==> src/logic/iorf_pkg.sv <==
// Constants shared by the rack fault-status latch design
package iorf_pkg;

	// ************************************************************
	// Bus register map (byte addresses, one word each)
	// ************************************************************
	localparam logic [7:0] IORF_ADDR_CTRL = 8'h00;
	localparam logic [7:0] IORF_ADDR_STATUS = 8'h04;
	localparam logic [7:0] IORF_ADDR_OUTBYTE = 8'h08;
	localparam logic [7:0] IORF_ADDR_SWITCH = 8'h0C;

	// Control register fields and reset value
	localparam int IORF_CTRL_REPORT_BIT = 0;
	localparam int IORF_CTRL_CLEAR_BIT = 1;
	localparam logic IORF_REPORT_RESET = 1'b1;

	// ************************************************************
	// Status register field positions (1 = good / present)
	// ************************************************************
	localparam int IORF_ST_LOCAL_PAR = 0;
	localparam int IORF_ST_ADDR_PAR = 1;
	localparam int IORF_ST_DATA_PAR = 2;
	localparam int IORF_ST_OUT_PAR = 3;
	localparam int IORF_ST_XMIT = 4;
	localparam int IORF_ST_CHAIN = 5;
	localparam int IORF_ST_DOWN = 6;
	localparam int IORF_ST_UPSTREAM = 7;
	localparam int IORF_ST_LAMP = 8;
	localparam int IORF_ST_WIDTH = 9;

	// ************************************************************
	// Output byte layout and widths
	// ************************************************************
	localparam int IORF_BYTE_W = 8;
	localparam int IORF_SWITCH_W = 8;
	// Bits are numbered from 1, so bit n sits at index n-1
	localparam int IORF_OUT_CLEAR_IDX = 1;
	localparam int IORF_OUT_LAMP_IDX = 2;
	localparam logic [7:0] IORF_OUT_BYTE_RESET = 8'h00;

	// AHB-Lite transfer type carrying a request
	localparam logic [1:0] IORF_HTRANS_NONSEQ = 2'h2;

endpackage : iorf_pkg

==> src/logic/iorf_fault_latch.sv <==
// Fault-status latching and indicator logic of a remote rack receiver
//
// Function
// Program lamp follows output byte bit 3 directly; program decides its state. The code lights the lamp while bit 3 is off.
// Output byte base comes from address switches; all closed gives point 00001.
// Any output parity error latches the output-parity indicator until reset.
// Address-phase error clears local, address-phase and output parity good.
// Data-phase error clears local, data-phase and output parity good.
// Phase parity indicators return good automatically while the CPU runs.
// After retry or restart, local and phase good; output latch stays faulted.
// Pushbutton, or output byte bit 2 on then off, clears all latches.
// Any transmit link power or continuity loss latches transmit-good off.
// Present transmit link fault holds chain and transmit good off, reports up.
// Any downstream rack loss latches downstream-chain-good off until reset.
// Present downstream fault holds both chain goods off and reports upstream.
// Reset restores an indicator only when its fault is no longer present.
`timescale 1ns/1ns
`default_nettype none
module iorf_fault_latch
	import iorf_pkg::*;
#(
	parameter int SWITCH_W = IORF_SWITCH_W
) (
	clk,
	resetn,
	hsel,
	haddr,
	htrans,
	hwrite,
	hsize,
	hwdata,
	hready,
	hreadyout,
	hresp,
	hrdata,
	chain_out_strobe,
	chain_out_addr,
	chain_out_data,
	addr_switch,
	parity_err,
	parity_err_addr_phase,
	cpu_running,
	xmit_link_fault,
	downstream_fault,
	reset_button_n,
	status_lamp_on,
	local_parity_good,
	address_phase_parity_good,
	data_phase_parity_good,
	output_parity_latch,
	transmit_link_good,
	chain_good,
	downstream_chain_good,
	fault_upstream
);
	input wire logic clk;
	input wire logic resetn;
	input wire logic hsel;
	input wire logic [31:0] haddr;
	input wire logic [1:0] htrans;
	input wire logic hwrite;
	input wire logic [2:0] hsize;
	input wire logic [31:0] hwdata;
	input wire logic hready;
	output logic hreadyout;
	output logic hresp;
	output logic [31:0] hrdata;
	input wire logic chain_out_strobe;
	input wire logic [SWITCH_W-1:0] chain_out_addr;
	input wire logic [IORF_BYTE_W-1:0] chain_out_data;
	input wire logic [SWITCH_W-1:0] addr_switch;
	input wire logic parity_err;
	input wire logic parity_err_addr_phase;
	input wire logic cpu_running;
	input wire logic xmit_link_fault;
	input wire logic downstream_fault;
	input wire logic reset_button_n;
	output logic status_lamp_on;
	output logic local_parity_good;
	output logic address_phase_parity_good;
	output logic data_phase_parity_good;
	output logic output_parity_latch;
	output logic transmit_link_good;
	output logic chain_good;
	output logic downstream_chain_good;
	output logic fault_upstream;

	localparam int SYNC_W = 2 * SWITCH_W + IORF_BYTE_W + 7;

	// ************************************************************
	// State record
	// ************************************************************
	typedef struct packed {
		logic dp_act;
		logic dp_wr;
		logic [7:0] dp_addr;
		logic [31:0] rdata;
		logic report_en;
		logic sw_clear;
		logic [IORF_BYTE_W-1:0] out_byte;
		logic strobe_prev;
		logic clr_bit_prev;
		logic err_prev;
		logic loc_bad;
		logic addr_bad;
		logic data_bad;
		logic out_bad;
		logic xmit_lost;
		logic down_lost;
		logic lamp;
		logic chain_ok;
		logic upstream;
	} iorf_state_type;

	localparam iorf_state_type STATE_RESET = '{
		dp_act: 1'b0, dp_wr: 1'b0, dp_addr: 8'h00, rdata: 32'h00000000,
		report_en: IORF_REPORT_RESET, sw_clear: 1'b0,
		out_byte: IORF_OUT_BYTE_RESET, strobe_prev: 1'b0,
		clr_bit_prev: 1'b0, err_prev: 1'b0, loc_bad: 1'b0,
		addr_bad: 1'b0, data_bad: 1'b0, out_bad: 1'b0,
		xmit_lost: 1'b0, down_lost: 1'b0, lamp: 1'b1,
		chain_ok: 1'b1, upstream: 1'b0
	};

	iorf_state_type s_q;
	iorf_state_type s_d;

	// ************************************************************
	// Reset release and pin synchronisation
	// ************************************************************
	logic rst_n_s;
	logic [SYNC_W-1:0] pins_s;
	logic strobe_s;
	logic [SWITCH_W-1:0] caddr_s;
	logic [IORF_BYTE_W-1:0] cdata_s;
	logic [SWITCH_W-1:0] switch_s;
	logic err_s;
	logic err_aph_s;
	logic run_s;
	logic xmit_now;
	logic down_now;
	logic button_s;

	// Reset is asserted at once but released through two flops
	iorf_sync #(
		.WIDTH(1)
	) u_rst_sync (
		.clk(clk),
		.rst_n(resetn),
		.d(1'b1),
		.q(rst_n_s)
	);

	// Every pin is outside this clock, so all pass two flops
	iorf_sync #(
		.WIDTH(SYNC_W)
	) u_pin_sync (
		.clk(clk),
		.rst_n(rst_n_s),
		.d({chain_out_strobe, chain_out_addr, chain_out_data,
			addr_switch, parity_err, parity_err_addr_phase,
			cpu_running, xmit_link_fault, downstream_fault,
			~reset_button_n}),
		.q(pins_s)
	);

	assign {strobe_s, caddr_s, cdata_s, switch_s, err_s, err_aph_s, run_s,
		xmit_now, down_now, button_s} = pins_s;

	// ************************************************************
	// Helpers
	// ************************************************************
	function automatic logic [31:0] read_mux(
		input logic [7:0] addr,
		input iorf_state_type s,
		input logic [SWITCH_W-1:0] sw
	);
		logic [31:0] r;
		r = 32'h00000000;
		case (addr)
			IORF_ADDR_CTRL: begin
				r[IORF_CTRL_REPORT_BIT] = s.report_en;
			end
			IORF_ADDR_STATUS: begin
				r[IORF_ST_WIDTH-1:0] = status_word(s);
			end
			IORF_ADDR_OUTBYTE: begin
				r[IORF_BYTE_W-1:0] = s.out_byte;
			end
			IORF_ADDR_SWITCH: begin
				r[SWITCH_W-1:0] = sw;
			end
			default: begin
				r = 32'h00000000;
			end
		endcase
		return r;
	endfunction : read_mux

	function automatic logic [IORF_ST_WIDTH-1:0] status_word(
		input iorf_state_type s
	);
		logic [IORF_ST_WIDTH-1:0] w;
		w = '0;
		w[IORF_ST_LOCAL_PAR] = ~s.loc_bad;
		w[IORF_ST_ADDR_PAR] = ~s.addr_bad;
		w[IORF_ST_DATA_PAR] = ~s.data_bad;
		w[IORF_ST_OUT_PAR] = ~s.out_bad;
		w[IORF_ST_XMIT] = ~s.xmit_lost;
		w[IORF_ST_CHAIN] = s.chain_ok;
		w[IORF_ST_DOWN] = ~s.down_lost;
		w[IORF_ST_UPSTREAM] = s.upstream;
		w[IORF_ST_LAMP] = s.lamp;
		return w;
	endfunction : status_word

	// ************************************************************
	// Next-state logic
	// ************************************************************
	logic take;
	logic strobe_rise;
	logic err_evt;
	logic clear;
	logic clr_bit_fall;

	// Bus request, output byte strobe and fault events
	always_comb begin
		take = hsel & hready & (htrans == IORF_HTRANS_NONSEQ);
		strobe_rise = strobe_s & ~s_q.strobe_prev;
		err_evt = err_s & ~s_q.err_prev;
		clr_bit_fall = s_q.clr_bit_prev & ~s_q.out_byte[IORF_OUT_CLEAR_IDX];
		clear = button_s | clr_bit_fall | s_q.sw_clear;
	end

	// One copy of the state, filled every cycle
	always_comb begin
		s_d = s_q;
		s_d.dp_act = take;
		s_d.dp_wr = take & hwrite;
		s_d.sw_clear = 1'b0;
		if (take) begin
			s_d.dp_addr = haddr[7:0];
		end
		// Read data is latched with the address so it stands in the data phase
		if (take && !hwrite) begin
			s_d.rdata = read_mux(haddr[7:0], s_q, switch_s);
		end
		if (s_q.dp_wr && s_q.dp_addr == IORF_ADDR_CTRL) begin
			s_d.report_en = hwdata[IORF_CTRL_REPORT_BIT];
			s_d.sw_clear = hwdata[IORF_CTRL_CLEAR_BIT];
		end

		// Output byte taken only at this rack's switch address
		s_d.strobe_prev = strobe_s;
		if (strobe_rise && caddr_s == switch_s) begin
			s_d.out_byte = cdata_s;
		end
		s_d.clr_bit_prev = s_q.out_byte[IORF_OUT_CLEAR_IDX];
		s_d.lamp = ~s_q.out_byte[IORF_OUT_LAMP_IDX];

		// Parity latches: a new error wins over any clear in the same cycle
		s_d.err_prev = err_s;
		s_d.out_bad = err_evt | (s_q.out_bad & ~clear);
		s_d.loc_bad = err_evt | (s_q.loc_bad & ~clear & ~run_s);
		s_d.addr_bad = (err_evt & err_aph_s)
			| (s_q.addr_bad & ~clear & ~run_s);
		s_d.data_bad = (err_evt & ~err_aph_s)
			| (s_q.data_bad & ~clear & ~run_s);

		// Link latches stay faulted while the fault is still present
		s_d.xmit_lost = xmit_now | (s_q.xmit_lost & ~clear);
		s_d.down_lost = down_now | (s_q.down_lost & ~clear);

		// Present faults drop the rack chain indicator and go upstream
		s_d.chain_ok = ~(xmit_now | down_now | s_d.loc_bad);
		s_d.upstream = s_q.report_en
			& (xmit_now | down_now | s_d.loc_bad);
	end

	// ************************************************************
	// State register
	// ************************************************************
	always_ff @(posedge clk or negedge rst_n_s) begin
		if (!rst_n_s) begin
			s_q <= STATE_RESET;
		end else begin
			s_q <= s_d;
		end
	end

	// Outputs come straight from state flops, but hreadyout is always high and hresp always low; slave is never stalled
	assign hreadyout = 1'b1 | s_q.dp_act;
	assign hresp = 1'b0 & s_q.dp_act;
	assign hrdata = s_q.rdata;
	assign status_lamp_on = s_q.lamp;
	assign local_parity_good = ~s_q.loc_bad;
	assign address_phase_parity_good = ~s_q.addr_bad;
	assign data_phase_parity_good = ~s_q.data_bad;
	assign output_parity_latch = ~s_q.out_bad;
	assign transmit_link_good = ~s_q.xmit_lost;
	assign chain_good = s_q.chain_ok;
	assign downstream_chain_good = ~s_q.down_lost;
	assign fault_upstream = s_q.upstream;
endmodule : iorf_fault_latch
`default_nettype wire

==> src/logic/iorf_sync.sv <==
// Two-stage synchroniser for a bundle of asynchronous levels
`timescale 1ns/1ns
`default_nettype none
module iorf_sync #(
	parameter int WIDTH = 1
) (
	clk,
	rst_n,
	d,
	q
);
	input wire logic clk;
	input wire logic rst_n;
	input wire logic [WIDTH-1:0] d;
	output logic [WIDTH-1:0] q;

	logic [WIDTH-1:0] meta_q;

	// First stage feeds only the second stage
	always_ff @(posedge clk or negedge rst_n) begin
		if (!rst_n) begin
			meta_q <= '0;
			q <= '0;
		end else begin
			meta_q <= d;
			q <= meta_q;
		end
	end
endmodule : iorf_sync
`default_nettype wire
==> config.mk <==
export PLATFORM = sky130hd
export DESIGN_NAME = iorf_fault_latch
export DESIGN_NICKNAME = d
export VERILOG_FILES = /design/src/logic/iorf_pkg.sv /design/src/logic/iorf_fault_latch.sv /design/src/logic/iorf_sync.sv
export SDC_FILE = /design/constraint.sdc
export NUM_CORES = 1
export LEC_CHECK = 0
export BUFFER_PORTS_ARGS = -buffer_cell sky130_fd_sc_hd__buf_2
export CAP_MARGIN = 20
export CORE_MARGIN = 2
export CORE_UTILIZATION = 51
export DETAILED_ROUTE_END_ITERATION = 10
export PLACE_DENSITY = 0.95
export SYNTH_ARGS = -nofsm -noshare
export SYNTH_HDL_FRONTEND = slang
export SYNTH_SLANG_ARGS = --single-unit
==> constraint.sdc <==
create_clock -name clk -period 9.78 [get_ports clk]
set_input_delay 1.467 -clock clk [delete_from_list [all_inputs] [get_ports clk]]
set_output_delay 1.467 -clock clk [all_outputs]
set_load 0.01 [all_outputs]
==> metrics.cfg <==
[cts]
postCtsHoldBufs=0
numCtsBuffers=9
htreeDepth=3
cts_tree=done
clock_latency_ps=350
clk_pin_slew_ps=90
ctsLongestPathBuffers=2
cts_setup_buffers=0
clockRootBuffer=clkbuf_8
cts-resized-gates=0
cts_sinks=104

[pwr]
power_density_mw_per_mm2=188
clock_power_share=0.330
comb_power_share=0.068
leakage_nw=2.02
p_int_uw=607
peakVddDrop_mv=0.125
p_sw_frac=0.226
sequentialPowerShare=0.602
netSwitchingPower_uw=177
total_power_uw=784

[synth]
synth_top_cell_by_area=dfrtp_1
avgSynthCellArea_um2=15.0
ys_seq_area_frac=0.703
synth_most_common_cell=dfrtp_1
async_reset_ff_frac=1.00
synth_area_mm2=0.00371
synth-seq-cells=104
syn-instance-count=247
synth_ff_type=dfrtp_1
synth_edf_count=0
yosys_warnings=0
yosys.cell_types.count=34
synth_top_area_share=0.682
synth_common_cells=dfrtp_1 (101), buf_4 (34), mux2_2 (19), nand2_1 (15), inv_1 (12)
synth_area_leaders=dfrtp_1 (68%), buf_4 (6.9%), mux2_2 (5.8%)

[detailed_routing]
finalWirelength_um=5570
vias=1916
drtPass1Iterations=5
vias_per_cell=4.64
drc_errors=0
drt-initial-drc-count=62
routedWlPerCell_um=13.5
ant_nets=0

[placement]
dp_hpwl_um=4190
place_area_mm2=0.00398
pre_cts_ws_ps=7020
gp_congestion=0.791
io_buffers=65

[sta]
clock_skew_ps=7.48
worst_slack_ps=7290
timing.final.crit_share=0.255
tns_ps=0
setup_viol=0
worstMarginPinSlew_ps=676
fmax_mhz=401
finalHoldViolCount=0
relSlewSlack=0.549
period_minus_slack_ps=2490
slew_viol_final=0
hold_slack_ps=330
rsz0062_at_grt=false

[critical_path]
critPathArrivalTime_ps=1030
rr_startpoint=u_pin_sync.q[6]
cp_num_cells=1
r2r_end=s_q[17]
crit_path_top_delay_cell=dfstp_2
crit_family=flip-flops
setup.worst_path.end=chain_good
crit_fanout=2
startpoint=chain_good
critPathCaptureType=output pin
crit_type=reg2out
cp_data_required_time_ps=8310
max_stage_delay_ps=550
path_cells=buf_2
ff2ff_path_depth=4
cp_num_buf_inv=1
rrSetupSlack_ps=8080
worstSetupStartpointType=register

[global_route]
grt_pass1_vias=1908
antenna_found_initial=0
grt_pass1_wl_um=9090
overflow=0
grt_max_degree=59
track_usage=0.159

[finish]
multi_input_area_um2=871
seqCellArea_mm2=0.00261
fill_cells=589
area_delta_synth_final_pct=12.7
drive_gt1_frac=0.350
diodes=0
final_area_mm2=0.00418
nets=415

[floorplan]
ios=148
start_util=0.519
die_h_um=89.3
core_mm2=0.00714
die_w_um=89.3
design.die.area_mm2=0.00797
fp-row-count=31

[min_path]
min_path_type=reg2async

[outcome]
status=finished, final reports clean

[job]
cap_viol_max_count=0

## worst min path at each step
stage | start | endpoint | slack (ps) | depth (start not counted)
finish | u_rst_sync.q | s_q[14] | 330 | 0
global route | u_pin_sync.meta_q[26] | u_pin_sync.q[26] | 360 | 0
CTS | u_rst_sync.q | u_pin_sync.meta_q[20] | 350 | 0
detailed placement | u_pin_sync.meta_q[24] | u_pin_sync.q[24] | 330 | 0
global placement | u_rst_sync.q | u_pin_sync.meta_q[18] | 330 | 0
floorplan | u_pin_sync.meta_q[0] | u_pin_sync.q[0] | 330 | 0
## per-stage QoR
stage,cells,utilization
after detailed placement,398,0.558
after CTS,413,0.585
after floorplan,271,-
final,413,0.585
after global routing,413,0.585
after global placement,398,0.558
## layout by cell type (no fill, tap or decap), types with 2 or more instances in the layout
master / n
dfstp_2: 3
a2bb2oi_1: 5
inv_1: 12
a22oi_1: 2
nand2_1: 15
xnor2_1: 8
buf_2: 65
mux2i_1: 5
o21ai_0: 3
conb_1: 26
mux2_2: 19
clkinvlp_4: 2
a21o_1: 2
dfrtp_1: 100
nand3_1: 3
nor2_1: 3
o31ai_1: 7
nor2b_1: 3
clkbuf_8: 10
## kinds of logic after synthesis
group	share of synthesized area
xor+xnor	0.0189
mux	0.0773
compound gates	0.0560
flops	0.703
buf+inv	0.0864
other cells	0.00203
simple gates	0.0564
## per-layer routing
layer	track usage	wire, µm
met1	0.209	2340
met2	0.246	2740
met3	0.0480	361
met4	0.0746	125
met5	0	0
## final cells by class
type / instances / share of cell area
well taps: 99 / 0.0296
multi-input cells: 117 / 0.208
repair buffers: 66 / 0.0797
clock inverters: 4 / 0.0129
clock buffers: 11 / 0.0338
inverters: 12 / 0.0108
flip-flops and latches: 104 / 0.625
## registers in the layout (all words and copies together), names as in the netlist
name and count:
hrdata 9, chain_good 1, u_rst_sync.q 1, fault_upstream 1, u_pin_sync.q 31, u_rst_sync.meta_q 1, s_q 27, status_lamp_on 1
u_pin_sync.meta_q 31, s_d 1
## power groups by stage
stage	logic, mW	registers (mW)	clock network (mW)
after detailed placement	0.0538	0.481	0
after CTS	0.0539	0.473	0.266
final	0.0534	0.472	0.259
after floorplan	0.0384	0.480	0
after global placement	0.0515	0.479	0
after global routing	0.0604	0.476	0.284
Power figures use the tool's default switching activity.
